<file path="src/hdl/batmon_defines.vh">
// Constants shared by the battery monitor control block and its helpers.
// Assumes a 250 MHz system clock and a 32-bit classic Wishbone slave port.
`ifndef BATMON_DEFINES_VH
`define BATMON_DEFINES_VH

// Command word layout
`define CMD_W 6
`define CMD_OP_HI 5
`define CMD_OP_LO 4
`define CMD_ARG_HI 3
`define CMD_ARG_LO 0
`define OP_MONITOR 2'h0
`define OP_GAIN 2'h1
`define OP_OFFSET 2'h2
`define OP_POWER 2'h3
`define ARG_PD 4'hf
`define FET_CHG_BIT 1
`define FET_DIS_BIT 0

// Analog output selector codes
`define SEL_GND 4'h0
`define SEL_CUR 4'h1
`define SEL_CELL_FIRST 4'h2
`define SEL_CELL_LAST 4'h5

// Register map, byte addresses
`define ADR_W 4
`define ADR_STATUS 4'h0
`define ADR_INT 4'h4
`define ADR_MASK 4'h8
`define ADR_INJECT 4'hc

// Interrupt status bits
`define INT_W 4
`define INT_CMD 0
`define INT_OC 1
`define INT_PD 2
`define INT_WAKE 3

// Reset values
`define RST_SEL 4'h0
`define RST_GAIN 2'h0
`define RST_SHIFT 2'h0
`define RST_OFFSET 4'h0
`define RST_MASK 4'h0
// Synchroniser reset levels {sense, shift clock, strobe}: strobe idles high
`define SYNC_IDLE 3'h1

// Timing
`define CLK_MHZ 250
`define OC_DELAY_US 10000

`endif

</file>
<file path="src/hdl/battery_monitor_serial_control.v">
// Digital control of a four-cell battery monitor: serial command port,
// power-down sequencing, FET drives, overcurrent shut-off and Wishbone view.
// Assumes a 250 MHz clk_i, pins asynchronous to it, classic Wishbone master.
//
// Function
// RULE1 - Strobe low lets serial data shift in
// RULE2 - Shift clock rise shifts data bit in
// RULE3 - Strobe rise latches the shift register word
// RULE4 - Host sends exactly six bits per command
// RULE5 - Power-down command drives discharge FET off
// RULE6 - After power-down command, pull charger sense low
// RULE7 - Charger sense low then: supply off, power-down
// RULE8 - Power-down halts logic, both FETs held off
// RULE9 - Charger sense high wakes, supply on, commands
// RULE10 - Voltage monitoring disables part of current path
// RULE11 - Current monitoring disables voltage monitor path
// RULE12 - Host selects ground output when in standby
// RULE13 - Overcurrent turns discharge FET off after delay
// RULE14 - Commands set current gain and output shift
// RULE15 - Commands select voltage monitor offset correction
// RULE16 - Decode latched word into all actions
// RULE17 - After wake-up, analog selector at ground
//
// Added by the designer: register access over Wishbone and the address map.
`timescale 1ns/10ps
`default_nettype none
`include "batmon_defines.vh"
module battery_monitor_serial_control #(
  parameter OC_DELAY_CYC = `OC_DELAY_US * `CLK_MHZ,
  parameter CNT_W = 22
) (
  // System
  input wire clk_i,
  input wire rst_i,
  // Serial command port
  input wire load_strobe_i,
  input wire shift_clock_i,
  input wire serial_in_i,
  // Analog sense inputs
  input wire charger_sense_i,
  input wire overcurrent_i,
  // Wishbone slave
  input wire [`ADR_W-1:0] wb_adr_i,
  input wire [31:0] wb_dat_i,
  input wire [3:0] wb_sel_i,
  input wire wb_we_i,
  input wire wb_cyc_i,
  input wire wb_stb_i,
  output reg [31:0] wb_dat_o,
  output reg wb_ack_o,
  output reg irq_o,
  // FET and supply controls
  output reg discharge_fet_drive_o,
  output reg charge_fet_drive_o,
  output reg supply_enable_o,
  output reg charger_pulldown_o,
  output reg delay_cap_node_o,
  // Analog configuration
  output reg [3:0] analog_sel_o,
  output reg voltage_path_en_o,
  output reg current_path_en_o,
  output reg [1:0] gain_sel_o,
  output reg [1:0] shift_sel_o,
  output reg [3:0] offset_sel_o
);
  // Power states, one-hot
  localparam ST_RUN = 3'b001;
  localparam ST_PEND = 3'b010;
  localparam ST_DOWN = 3'b100;

  reg [2:0] state_reg;
  reg [`CMD_W-1:0] cmd_reg;
  reg [3:0] sel_reg;
  reg [1:0] gain_reg;
  reg [1:0] shift_reg;
  reg [3:0] offset_reg;
  reg chg_off_reg;
  reg dis_off_reg;
  reg oc_trip_reg;
  reg [CNT_W-1:0] oc_cnt_reg;
  reg [`INT_W-1:0] int_reg;
  reg [`INT_W-1:0] int_next;
  reg [`INT_W-1:0] mask_reg;
  reg [`CMD_W-1:0] inject_reg;
  reg inject_reg_valid;

  wire [2:0] lvl;
  wire [2:0] rise;
  wire [2:0] fall;
  wire [`CMD_W-1:0] ser_word;
  wire ser_latch;
  wire run = state_reg[0];
  wire wb_hit = wb_cyc_i && wb_stb_i && wb_ack_o;
  wire wb_wr = wb_hit && wb_we_i && wb_sel_i[0];
  wire wb_rd = wb_hit && !wb_we_i;

  // Selector codes for one of the four cells
  function is_cell;
    input [3:0] sel;
    begin
      is_cell = (sel >= `SEL_CELL_FIRST) && (sel <= `SEL_CELL_LAST);
    end
  endfunction

  // Pins: strobe, shift clock and charger sense; data synced separately
  pin_sync #(.W(3), .IDLE(`SYNC_IDLE)) u_sync (
    .clk_i(clk_i),
    .rst_i(rst_i),
    .pin_i({charger_sense_i, shift_clock_i, load_strobe_i}),
    .level_o(lvl),
    .rise_o(rise),
    .fall_o(fall)
  );

  wire [1:0] misc_lvl;
  pin_sync #(.W(2)) u_sync_misc (
    .clk_i(clk_i),
    .rst_i(rst_i),
    .pin_i({overcurrent_i, serial_in_i}),
    .level_o(misc_lvl),
    .rise_o(),
    .fall_o()
  );

  // Commands are taken only while running; the power-down path is halted
  serial_cmd_shifter u_shift (
    .clk_i(clk_i),
    .rst_i(rst_i),
    .strobe_low_i(!lvl[0]), // RULE1
    .strobe_rise_i(rise[0]),
    .shift_rise_i(rise[1]), // RULE2
    .serial_bit_i(misc_lvl[0]),
    .accept_i(run),
    .word_o(ser_word),
    .latch_o(ser_latch)
  );

  // A serial latch has priority over an injected word in the same cycle
  wire cmd_go = run && (ser_latch || inject_reg_valid);
  wire [`CMD_W-1:0] cmd_word = ser_latch ? ser_word : inject_reg;
  wire [1:0] op = cmd_word[`CMD_OP_HI:`CMD_OP_LO];
  wire [3:0] arg = cmd_word[`CMD_ARG_HI:`CMD_ARG_LO];
  wire pd_cmd = cmd_go && (op == `OP_POWER) && (arg == `ARG_PD);
  wire oc_expire = run && !oc_trip_reg && misc_lvl[1] && (oc_cnt_reg == OC_DELAY_CYC[CNT_W-1:0] - 1'b1);
  wire pd_enter = state_reg[1] && !lvl[2];
  wire wake = state_reg[2] && lvl[2];

  // Power sequencing and command decode
  always @(posedge clk_i)
  begin
    if (rst_i)
    begin
      state_reg <= ST_RUN;
      cmd_reg <= {`CMD_W{1'b0}};
      sel_reg <= `RST_SEL;
      gain_reg <= `RST_GAIN;
      shift_reg <= `RST_SHIFT;
      offset_reg <= `RST_OFFSET;
      chg_off_reg <= 1'b1;
      dis_off_reg <= 1'b1;
    end
    else
    begin
      if (cmd_go)
        cmd_reg <= cmd_word;
      case (state_reg)
        ST_RUN:
        begin
          if (cmd_go)
          begin
            case (op) // RULE16
              `OP_MONITOR: sel_reg <= arg; // RULE12
              `OP_GAIN:
              begin
                gain_reg <= arg[3:2]; // RULE14
                shift_reg <= arg[1:0]; // RULE14
              end
              `OP_OFFSET: offset_reg <= arg; // RULE15
              default:
              begin
                if (arg == `ARG_PD)
                begin
                  dis_off_reg <= 1'b1; // RULE5
                  state_reg <= ST_PEND;
                end
                else
                begin
                  chg_off_reg <= arg[`FET_CHG_BIT];
                  dis_off_reg <= arg[`FET_DIS_BIT];
                end
              end
            endcase
          end
        end
        ST_PEND:
        begin
          if (pd_enter)
            state_reg <= ST_DOWN; // RULE7
        end
        ST_DOWN:
        begin
          chg_off_reg <= 1'b1; // RULE8
          dis_off_reg <= 1'b1; // RULE8
          if (wake)
          begin
            state_reg <= ST_RUN; // RULE9
            sel_reg <= `SEL_GND; // RULE17
          end
        end
        default: state_reg <= ST_RUN;
      endcase
    end
  end

  // Overcurrent delay; the trip holds until the host re-enables discharge with overcurrent gone, or the block leaves run
  always @(posedge clk_i)
  begin
    if (rst_i)
    begin
      oc_cnt_reg <= {CNT_W{1'b0}};
      oc_trip_reg <= 1'b0;
    end
    else
    begin
      if (!run || !misc_lvl[1] || oc_trip_reg)
        oc_cnt_reg <= {CNT_W{1'b0}};
      else
        oc_cnt_reg <= oc_cnt_reg + 1'b1;
      if (oc_expire)
        oc_trip_reg <= 1'b1; // RULE13
      else if (!run || (cmd_go && op == `OP_POWER && arg != `ARG_PD && !arg[`FET_DIS_BIT] && !misc_lvl[1]))
        oc_trip_reg <= 1'b0;
    end
  end

  // Output drives, all registered
  always @(posedge clk_i)
  begin
    if (rst_i)
    begin
      discharge_fet_drive_o <= 1'b1;
      charge_fet_drive_o <= 1'b1;
      supply_enable_o <= 1'b1;
      charger_pulldown_o <= 1'b0;
      delay_cap_node_o <= 1'b0;
      analog_sel_o <= `RST_SEL;
      voltage_path_en_o <= 1'b0;
      current_path_en_o <= 1'b0;
      gain_sel_o <= `RST_GAIN;
      shift_sel_o <= `RST_SHIFT;
      offset_sel_o <= `RST_OFFSET;
    end
    else
    begin
      discharge_fet_drive_o <= dis_off_reg || oc_trip_reg || !run; // RULE5 RULE13
      charge_fet_drive_o <= chg_off_reg || state_reg[2]; // RULE8
      supply_enable_o <= !state_reg[2]; // RULE7 RULE9
      charger_pulldown_o <= state_reg[1]; // RULE6
      delay_cap_node_o <= oc_trip_reg;
      analog_sel_o <= sel_reg;
      voltage_path_en_o <= run && is_cell(sel_reg); // RULE11
      current_path_en_o <= run && (sel_reg == `SEL_CUR); // RULE10
      gain_sel_o <= gain_reg;
      shift_sel_o <= shift_reg;
      offset_sel_o <= offset_reg;
    end
  end

  // Sticky events; a new event wins over the read that clears it
  always @*
  begin
    int_next = int_reg;
    if (wb_rd && wb_adr_i == `ADR_INT)
      int_next = {`INT_W{1'b0}};
    if (cmd_go)
      int_next[`INT_CMD] = 1'b1;
    if (oc_expire)
      int_next[`INT_OC] = 1'b1;
    if (pd_enter)
      int_next[`INT_PD] = 1'b1;
    if (wake)
      int_next[`INT_WAKE] = 1'b1;
  end

  // Wishbone slave: ack one cycle after request, writes at the ack edge
  always @(posedge clk_i)
  begin
    if (rst_i)
    begin
      wb_ack_o <= 1'b0;
      wb_dat_o <= 32'h0000_0000;
      int_reg <= {`INT_W{1'b0}};
      mask_reg <= `RST_MASK;
      inject_reg <= {`CMD_W{1'b0}};
      inject_reg_valid <= 1'b0;
      irq_o <= 1'b0;
    end
    else
    begin
      wb_ack_o <= wb_cyc_i && wb_stb_i && !wb_ack_o;
      int_reg <= int_next;
      irq_o <= |(int_next & mask_reg);
      if (cmd_go && !ser_latch)
        inject_reg_valid <= 1'b0;
      if (wb_wr && wb_adr_i == `ADR_MASK)
        mask_reg <= wb_dat_i[`INT_W-1:0];
      if (wb_wr && wb_adr_i == `ADR_INJECT)
      begin
        inject_reg <= wb_dat_i[`CMD_W-1:0];
        inject_reg_valid <= 1'b1;
      end
      // Read data is ready in the same cycle as ack
      wb_dat_o <= 32'h0000_0000;
      if (wb_cyc_i && wb_stb_i && !wb_ack_o && !wb_we_i)
      begin
        case (wb_adr_i)
          `ADR_STATUS: wb_dat_o <= {22'h00_0000, oc_trip_reg, state_reg, cmd_reg};
          `ADR_INT: wb_dat_o <= {28'h000_0000, int_reg};
          `ADR_MASK: wb_dat_o <= {28'h000_0000, mask_reg};
          `ADR_INJECT: wb_dat_o <= {26'h000_0000, inject_reg};
          default: wb_dat_o <= 32'h0000_0000;
        endcase
      end
    end
  end
endmodule
`default_nettype wire

</file>
<file path="src/hdl/pin_sync.v">
// Two-stage synchroniser for asynchronous pins, with edge detection.
// Assumes pins change slower than one clk_i period; edges use stage two only.
`timescale 1ns/10ps
`default_nettype none
module pin_sync #(
  parameter W = 1,
  parameter [W-1:0] IDLE = {W{1'b0}}
) (
  // System
  input wire clk_i,
  input wire rst_i,
  // Pins
  input wire [W-1:0] pin_i,
  // Synchronised view
  output wire [W-1:0] level_o,
  output wire [W-1:0] rise_o,
  output wire [W-1:0] fall_o
);
  reg [W-1:0] meta_reg;
  reg [W-1:0] sync_reg;
  reg [W-1:0] last_reg;

  // First stage feeds only the second one; reset to the idle level so
  // that leaving reset does not report a false edge on an idle pin
  always @(posedge clk_i)
  begin
    if (rst_i)
    begin
      meta_reg <= IDLE;
      sync_reg <= IDLE;
      last_reg <= IDLE;
    end
    else
    begin
      meta_reg <= pin_i;
      sync_reg <= meta_reg;
      last_reg <= sync_reg;
    end
  end

  // Edges compare stage two against its delayed copy
  assign level_o = sync_reg;
  assign rise_o = sync_reg & ~last_reg;
  assign fall_o = ~sync_reg & last_reg;
endmodule
`default_nettype wire

</file>
<file path="src/hdl/serial_cmd_shifter.v">
// Six-bit serial command receiver working on sampled shift clock edges.
// Assumes synchronised strobe, clock edge and data from pin_sync.
`timescale 1ns/10ps
`default_nettype none
`include "batmon_defines.vh"
module serial_cmd_shifter (
  // System
  input wire clk_i,
  input wire rst_i,
  // Synchronised link
  input wire strobe_low_i,
  input wire strobe_rise_i,
  input wire shift_rise_i,
  input wire serial_bit_i,
  input wire accept_i,
  // Command out
  output reg [`CMD_W-1:0] word_o,
  output reg latch_o
);
  reg [`CMD_W-1:0] shift_reg;

  // Shift while strobe low, latch the word on its rising edge
  always @(posedge clk_i)
  begin
    if (rst_i)
    begin
      shift_reg <= {`CMD_W{1'b0}};
      word_o <= {`CMD_W{1'b0}};
      latch_o <= 1'b0;
    end
    else
    begin
      latch_o <= 1'b0;
      if (strobe_low_i && shift_rise_i) // RULE1
        shift_reg <= {shift_reg[`CMD_W-2:0], serial_bit_i}; // RULE2
      if (strobe_rise_i && accept_i)
      begin
        word_o <= shift_reg; // RULE3
        latch_o <= 1'b1;
      end
    end
  end
endmodule
`default_nettype wire

</file>
<file path="config.mk">
export PLATFORM = sky130hd
export DESIGN_NAME = battery_monitor_serial_control
export DESIGN_NICKNAME = d
export VERILOG_FILES = /design/src/hdl/battery_monitor_serial_control.v /design/src/hdl/pin_sync.v /design/src/hdl/serial_cmd_shifter.v
export VERILOG_INCLUDE_DIRS = /design/src /design/src/hdl
export SDC_FILE = /design/constraint.sdc
export NUM_CORES = 1
export LEC_CHECK = 0
export BUFFER_PORTS_ARGS = -buffer_cell sky130_fd_sc_hd__buf_4
export CAP_MARGIN = 40
export CORE_MARGIN = 4
export CORE_UTILIZATION = 45
export DETAILED_ROUTE_END_ITERATION = 16
export PLACE_DENSITY = 0.71
export SLEW_MARGIN = 40
export SYNTH_ARGS = -nofsm -noshare
export SYNTH_HDL_FRONTEND = slang
export SYNTH_HIERARCHICAL = 1
export SYNTH_SLANG_ARGS = --single-unit
</file>
<file path="constraint.sdc">
create_clock -name clk_i -period 2.15 [get_ports clk_i]
set_clock_uncertainty 0.15 [all_clocks]
set_input_delay 0.3225 -clock clk_i [delete_from_list [all_inputs] [get_ports clk_i]]
set_output_delay 0.3225 -clock clk_i [all_outputs]
set_load 0.02 [all_outputs]
</file>
==> results.cfg, run 1 <==
[global_routing]
grt-ovfl-total = 0
grt_pass1_wl_um = 16800
antenna_found_initial = 0
grtUsageTotal_pct = 16.8
grt_max_degree = 59
grt_pass1_vias = 3577

[setup_path]
crit_arrival_ps = 2370
crit_required_ps = 2440
start_kind = register
crit_type = reg -> reg
critPathMaxFanout = 5
cp-end-kind = register

[cts]
path_clk_slew_ps = 60
clock_latency_ps = 510
tritoncts = yes
cts-root-buf = clkbuf_8
clkSinkCount = 117
cts_setup_buffers = 0
cts-htree-levels = 4
cts_buffers = 17
cts_buffer_depth = 2

[die]
die-height_um = 111
io_pins = 103
num_rows = 37
die-area_um2 = 12300
die_x_um = 111
design.core.area_um2 = 10300
start_util_pct = 46.2

[routing]
drt-initial-drc-count = 169
viasPerCell = 5.02
drt-total-wl_um = 10000
vias = 3643
first_pass_iters = 4
ant_nets = 0
wire_per_inst_um = 13.8
remaining_drc_errors = 0

[power]
p_int_uw = 4080
swShare_pct = 20.6
ir_worst_vdd_v = 0.000726
clkPwrFrac_pct = 54.0
fin_total_pwr_uw = 5140
power_leakage_uw = 0.00243
power_density_nw_per_um2 = 850
p_sw_uw = 1060
p_seq_share_pct = 42.6
combPwrFrac_pct = 3.4

[yosys]
netlist_instances = 491
syn_area_um2 = 4770
syn_area_per_cell_um2 = 9.71
yosysWarnings = 6

[placement]
hpwlAfterDp_um = 7000
io_buffers = 51
gp_congestion = 0.855
pre_cts_slack_ps = 132
placed_cell_area_um2 = 5290

[flow_run]
maxCapViolCount = 0

[final_layout]
nNetsFinal = 628
antennaDiodeCount = 0
area_growth_syn_to_layout_pct = 26.8
fillers = 890
final_cell_area_um2 = 6050
drive_above_1_share_pct = 20.5
largest_reg_flops = 22

[sta]
fin_ws_ps = 69.2
max_slew_margin_pct = 59.7
worstMarginPinSlew_ps = 602
fmax_mhz = 481
finalHoldViolCount = 0
finalSetupViolations = 0
layout_min_cycle_time_ps = 2080
min_period_over_period_pct = 96.8
slew_viol_final = 0

[outcome]
status = completed

[min_path]
hold_class = in -> reg
-- metrics by stage --
step	utilization [%]	setup TNS [ps]	hold slack, ps	instances
floorplan	-	0	233	512
global route	58.6	-47.6	46.9	726
CTS	58.6	0	6.17	726
global placement	51.2	0	239	678
finish	58.6	0	29.3	726
detailed placement	51.2	0	248	678
-- routing by layer --
layer	global-route usage [%]	share of wire [%]	vias up
met4	6.40	0.97	0
met5	0	0	-
met1	19.7	41	1736
met2	28.5	53	75
met3	5.46	4.7	8
li1	-	-	1824
-- layout make-up --
class / count / area [um^2] / share of cell area [%]
well taps: 136 / 170 / 2.81
clock buffers: 20 / 445 / 7.37
multi-input cells: 346 / 2210 / 36.6
inverters: 8 / 30.0 / 0.497
repair buffers: 87 / 693 / 11.5
flip-flops and latches: 117 / 2340 / 38.7
clock inverters: 12 / 153 / 2.52
-- placed cells by master (no fill, tap or decap), drive strengths merged, types with 4 or more instances in the layout --
master / count
nand2b: 21
nand2: 27
mux2i: 35
and3: 4
and2: 11
nand4: 9
clkbuf: 20
nor4: 9
nor3b: 6
a211oi: 6
or2: 5
o21ai: 10
nor2: 52
buf: 71
xnor2: 11
clkinv: 4
or3: 9
dlygate4sd3: 16
nor3: 8
inv: 9
dfxtp: 117
o211ai: 4
conb: 22
or4: 4
a21oi: 21
clkinvlp: 4
nor2b: 27
mux4: 4
nand3: 14
-- worst max-delay path, stage by stage, from the launching register on --
cell and delay, ps:
dfxtp_1 360, nand3b_1 290, a2111oi_1 630, nor3b_1 370, mux2i_1 210
-- final timing paths --
path | start | to | slack (ps) | depth (start not counted)
min | wb_stb_i | wb_ack_o$_SDFF_PP0_ | 30 | 4
max | u_shift/latch_o$_SDFF_PP0_ | chg_off_reg$_SDFFE_PP1P_ | 70 | 4
min reg2reg | u_sync/meta_reg[0]$_SDFF_PP1_ | u_sync/level_o[0]$_SDFF_PP1_ | 260 | 1
max reg2reg | u_shift/latch_o$_SDFF_PP0_ | chg_off_reg$_SDFFE_PP1P_ | 70 | 4
-- power groups by stage --
stage | Clock, uW | Combinational, uW | Sequential [uW]
floorplan | 0 | 129 | 2240
global placement | 0 | 147 | 2240
detailed placement | 0 | 149 | 2240
CTS | 2830 | 172 | 2190
global route | 2950 | 190 | 2190
finish | 2780 | 173 | 2190
-- timing repair --
action                     4_1_cts  5_1_grt
hold buffers                    16        0
hold endpoints to repair        18        0
setup endpoints to repair        0        1
gates resized for setup          0        1
Power figures use the tool's default switching activity.
==> inputs of run 2 (changes only) <==
Settings changed: ABC_AREA set to 1, CELL_PAD_IN_SITES_DETAIL_PLACEMENT set to 0, CELL_PAD_IN_SITES_GLOBAL_PLACEMENT set to 1, CORE_UTILIZATION 45 to 35, PLACE_DENSITY 0.71 to 0.76.
==> run 2 against run 1 <==
Effect of this change: highest routed layer unchanged; largest power group unchanged; critical path type unchanged; setup slack improved by 220 ps; synthesized area increased by 0.52%; non-clock buffer count decreased by 14; die area increased by 27%; count of clock-buffer cells in the layout increased by 6; sequential power about the same; routed wire length increased by 3.9%.
==> results.cfg, run 2 <==
[outcome]
status = completed

[die]
start_util_pct = 35.9
die_x_um = 125
io_pins = 103
die-height_um = 125
design.core.area_um2 = 13300
die-area_um2 = 15600
num_rows = 42

[final_layout]
antennaDiodeCount = 0
largest_reg_flops = 22
area_growth_syn_to_layout_pct = 24.4
fillers = 1404
drive_above_1_share_pct = 15.9
final_common_cell = nor2_1
final_cell_mix = nor2_1, dfxtp_1, nand2_1
nNetsFinal = 777

[power]
ir_worst_vdd_v = 0.000461
combPwrFrac_pct = 3.7
power_density_nw_per_um2 = 824
p_seq_share_pct = 44.8
clkPwrFrac_pct = 51.4
p_int_uw = 3890
power_leakage_uw = 0.00262
swShare_pct = 20.8
p_sw_uw = 1020

[global_routing]
grt_pass1_vias = 3787
grtUsageTotal_pct = 13.8
antenna_found_initial = 0
grt_max_degree = 29
grt-ovfl-total = 0
grt_pass1_wl_um = 17600

[setup_path]
crit_arrival_ps = 2010
critPathMaxFanout = 14
slowest_delay_ps = 630
cp-end-kind = register
slowest_stage = dfxtp_1
reg2reg_to = state_reg[2]$_SDFFE_PP0P_
start_kind = register
r2r_cells = 9
crit_type = reg -> reg
crit_path_start = u_shift/latch_o$_SDFF_PP0_
r2r_start = u_shift/latch_o$_SDFF_PP0_
ff2ff_setup_slack_ps = 290
path_common_cell = nand2_1
path_cells = nand2_1, o21ai_1, nand2_1, nand2_1, nand2_1, nor2_1, nand3_1, nand2_1, nor2_2
crit_required_ps = 2300

[routing]
viasPerCell = 4.40
ant_nets = 0
wire_per_inst_um = 11.4
drt-initial-drc-count = 251
drt-total-wl_um = 10400
first_pass_iters = 4
remaining_drc_errors = 0
vias = 4015

[sta]
setup-tns-final_ps = 0
finalHoldViolCount = 0
finalSetupViolations = 0
worstMarginPinSlew_ps = 503
slew_viol_final = 0
fmax_mhz = 538
layout_min_cycle_time_ps = 1860
hold_ws_ps = 45.2
max_slew_margin_pct = 66.4
min_period_over_period_pct = 86.5
rsz0062_at_grt = false

[cts]
cts_buffers = 17
cts_buffer_depth = 2
cts-htree-levels = 4
cts_resized = 0
tritoncts = yes
clock_latency_ps = 410
clkSinkCount = 117
path_clk_slew_ps = 50
cts-root-buf = clkbuf_16

[min_path]
worstHoldEndpoint = wb_dat_o[4]$_SDFF_PP0_
hp-start = wb_adr_i[0]
hold_class = in -> reg
hold_depth = 4

[placement]
io_buffers = 51
gp_congestion = 0.869
hpwlAfterDp_um = 7690

[yosys]
netlist_instances = 648
syn_area_per_cell_um2 = 7.40
syn_area_um2 = 4790
yosysWarnings = 6

[flow_run]
maxCapViolCount = 0
[run 2: repair_timing]
| item | 4_1_cts | 5_1_grt |
|---|---|---|
| hold buffers | 11 | 0 |
| endpoints found under the hold margin | 15 | 0 |
| setup buffers | 0 | 0 |
[run 2: how the worst max path moves through the flow]
stage                                end  slack, ps  depth (start not counted)
6_report       state_reg[2]$_SDFFE_PP0P_        290                          9
5_1_grt        oc_cnt_reg[16]$_SDFF_PP0_         50                          8
2_1_floorplan  oc_cnt_reg[16]$_SDFF_PP0_        580                          8
3_3_place_gp   state_reg[2]$_SDFFE_PP0P_        320                          9
4_1_cts        oc_cnt_reg[16]$_SDFF_PP0_        270                          8
3_5_place_dp   oc_cnt_reg[16]$_SDFF_PP0_        290                          8
[run 2: cell type report]
type	instances	area (um^2)	share of cell area, %
well taps	176	220	3.70
repair buffers	73	576	9.66
clock inverters	4	20.0	0.336
flip-flops and latches	117	2340	39.3
inverters	104	390	6.55
clock buffers	26	519	8.71
multi-input cells	413	1890	31.7
[run 2: power groups by stage]
| stage | combinational (uW) | sequential, uW | clock [uW] |
|---|---|---|---|
| 2_1_floorplan | 139 | 2240 | 0 |
| 3_3_place_gp | 166 | 2240 | 0 |
| 3_5_place_dp | 169 | 2240 | 0 |
| 4_1_cts | 185 | 2200 | 2590 |
| 5_1_grt | 206 | 2200 | 2700 |
| 6_report | 184 | 2200 | 2530 |
[run 2: critical path, delay by kind of cell (launching register included)]
family	cells	cell delay [ps]
DFF	1	630
AOI/OAI and AO/OA	1	190
and+or+nand+nor	8	800
[run 2: routing by layer]
layer	part of all wire [%]	global-route usage, %
met1	48	18.3
met2	45	20.9
met3	5.3	4.43
met4	1.6	5.68
met5	0	0
[run 2: per-stage QoR]
step | area, um^2 | cells | utilization, % | total power [uW] | setup slack [ps]
after global routing | 5960 | 913 | 44.6 | 5100 | 46.2
final | 5960 | 913 | 44.6 | 4910 | 290
after floorplan | 4870 | 669 | - | 2380 | 581
after global placement | 5310 | 872 | 39.8 | 2410 | 323
after detailed placement | 5310 | 872 | 39.8 | 2410 | 290
after CTS | 5960 | 913 | 44.6 | 4980 | 273
==> inputs of run 3 (changes only) <==
Settings changed: ABC_AREA 1 to unset, CORE_UTILIZATION 35 to 37, HOLD_SLACK_MARGIN set to 0.1.
==> run 3 against run 2 <==
Effect of this change: clock power increased by 19%; fmax fell by 11%; worst hold slack better by 60 ps; combinational power fell by 9%; non-clock buffer count is 13 higher; critical path depth is 5 lower; register-to-register slack got worse by 230 ps; critical endpoint is now wb_dat_o[4]$_SDFF_PP0_; sequential power hardly changed; power is 9.3% higher; via count fell by 10%; count of clock-buffer cells in the layout is 6 lower.
==> results.cfg, run 3 (synthesis results as in run 1) <==
[outcome]
status = completed

[setup_path]
crit_arrival_ps = 2280
cp-end-kind = register
r2r_cells = 4
slowest_stage = dlygate4sd3_1
start_kind = register
critPathMaxFanout = 5
crit_required_ps = 2340
crit_type = reg -> reg
crit_cells = 4
path_buf_inv = 1
ff2ff_setup_slack_ps = 60
path_cells = or3_4, or4_1, dlygate4sd3_1, a21oi_1
path_delay_family = simple AND/OR/NAND/NOR gates
slowest_delay_ps = 600

[sta]
finalHoldViolCount = 0
hold_ws_ps = 105
slew_viol_final = 0
fmax_mhz = 480
layout_min_cycle_time_ps = 2090
finalSetupViolations = 0
max_slew_margin_pct = 63.5
worstMarginPinSlew_ps = 545
setup-tns-final_ps = 0
min_period_over_period_pct = 97.0
fin_ws_ps = 64.6

[placement]
placed_cell_area_um2 = 5340
hpwlAfterDp_um = 7260
pre_cts_slack_ps = 88.1
gp_congestion = 0.830
io_buffers = 51

[routing]
remaining_drc_errors = 0
ant_nets = 0
wire_per_inst_um = 13.4
drt-initial-drc-count = 173
viasPerCell = 4.74
vias = 3610
drt-total-wl_um = 10200
first_pass_iters = 4

[global_routing]
busiest_layer = met2
grtUsageTotal_pct = 14.8
grt_max_degree = 51
antenna_found_initial = 0
grt-ovfl-total = 0
grt_pass1_wl_um = 16900
met2_usage_pct = 24.5
use_met3_pct = 4.43
grt_pass1_vias = 3503
grt_use_met1_pct = 17.8

[cts]
cts_buffer_depth = 2
cts-htree-levels = 4
path_clk_slew_ps = 50
cts-root-buf = clkbuf_16
tritoncts = yes
cts_buffers = 17
clock_latency_ps = 410
clkSinkCount = 117

[final_layout]
nNetsFinal = 627
drive_above_1_share_pct = 21.4
final_cell_mix = dfxtp_1, buf_4, nor2_1
final_cell_area_um2 = 6130
multi_input_area_um2 = 2220
final_common_cell = dfxtp_1
area_growth_syn_to_layout_pct = 28.6
seq_area_um2 = 2340
antennaDiodeCount = 0
fillers = 1194
largest_reg_flops = 22

[power]
power_leakage_uw = 0.00244
fin_total_pwr_uw = 5370
power_density_nw_per_um2 = 876
ir_worst_vdd_v = 0.000678

[die]
io_pins = 103
num_rows = 41
die-height_um = 122
start_util_pct = 37.8
die-area_um2 = 14800
die_x_um = 122
design.core.area_um2 = 12600

[min_path]
hold_class = in -> reg
hold_depth = 4

[flow_run]
maxCapViolCount = 0
==> run 3: cell types whose count changed in the layout (fill, tap and decap cells not counted), sizes merged, moves of 11 or more <==
cell    change
and2       +11
nor2b      +27
inv        -96
a21oi      -12
nand2      -86
nor2       -76
o21ai      -39
nand3      -13
buf        +11
mux2i      +35
nand2b     +21
==> run 3: metal layers <==
layer  routed length, um  vias to the layer above
met5                   0                        -
met4                 178                        0
met3                 307                       13
met2                5050                       50
met1                4680                     1716
li1                    -                     1831
==> run 3: stage by stage <==
step                      std cells  utilization (%)
after floorplan                 512                -
after global placement          715             42.3
after detailed placement        715             42.3
after CTS                       760             48.4
after global routing            761             48.6
final                           761             48.6
==> run 3: what timing repair did <==
action                                  4_1_cts  5_1_grt
resized for setup                             0        3
endpoints found under the hold margin        17        0
buffers inserted                              0        1
endpoints found under the setup margin        0        6
hold buffers                                 13        0
==> run 3: worst paths after layout <==
check                                startpoint                            to
hold / removal                         wb_stb_i           wb_ack_o$_SDFF_PP0_
setup / recovery            wb_ack_o$_SDFF_PP0_        wb_dat_o[4]$_SDFF_PP0_
hold reg to reg   u_sync/meta_reg[0]$_SDFF_PP1_  u_sync/level_o[0]$_SDFF_PP1_
setup reg to reg            wb_ack_o$_SDFF_PP0_        wb_dat_o[4]$_SDFF_PP0_
==> run 3: final cells by class <==
| type | instances | share of cell area [%] |
|---|---|---|
| clock buffer | 20 | 7.61 |
| timing repair buffer | 86 | 11.1 |
| tap | 172 | 3.51 |
| clock inverter | 12 | 2.88 |
| sequential | 117 | 38.2 |
| multi-input combinational | 346 | 36.2 |
| inverter | 8 | 0.490 |
==> run 3: power breakdown <==
part / switching, uW / internal [uW]
combinational: 97.2 / 70.4
sequential: 8.52 / 2180
clock: 984 / 2030
total: 1090 / 4280
==> run 3: tightest hold or removal path, stage by stage <==
cell and delay [ps]:
buf_4 110, nand2_1 50, or3_4 110, inv_1 30
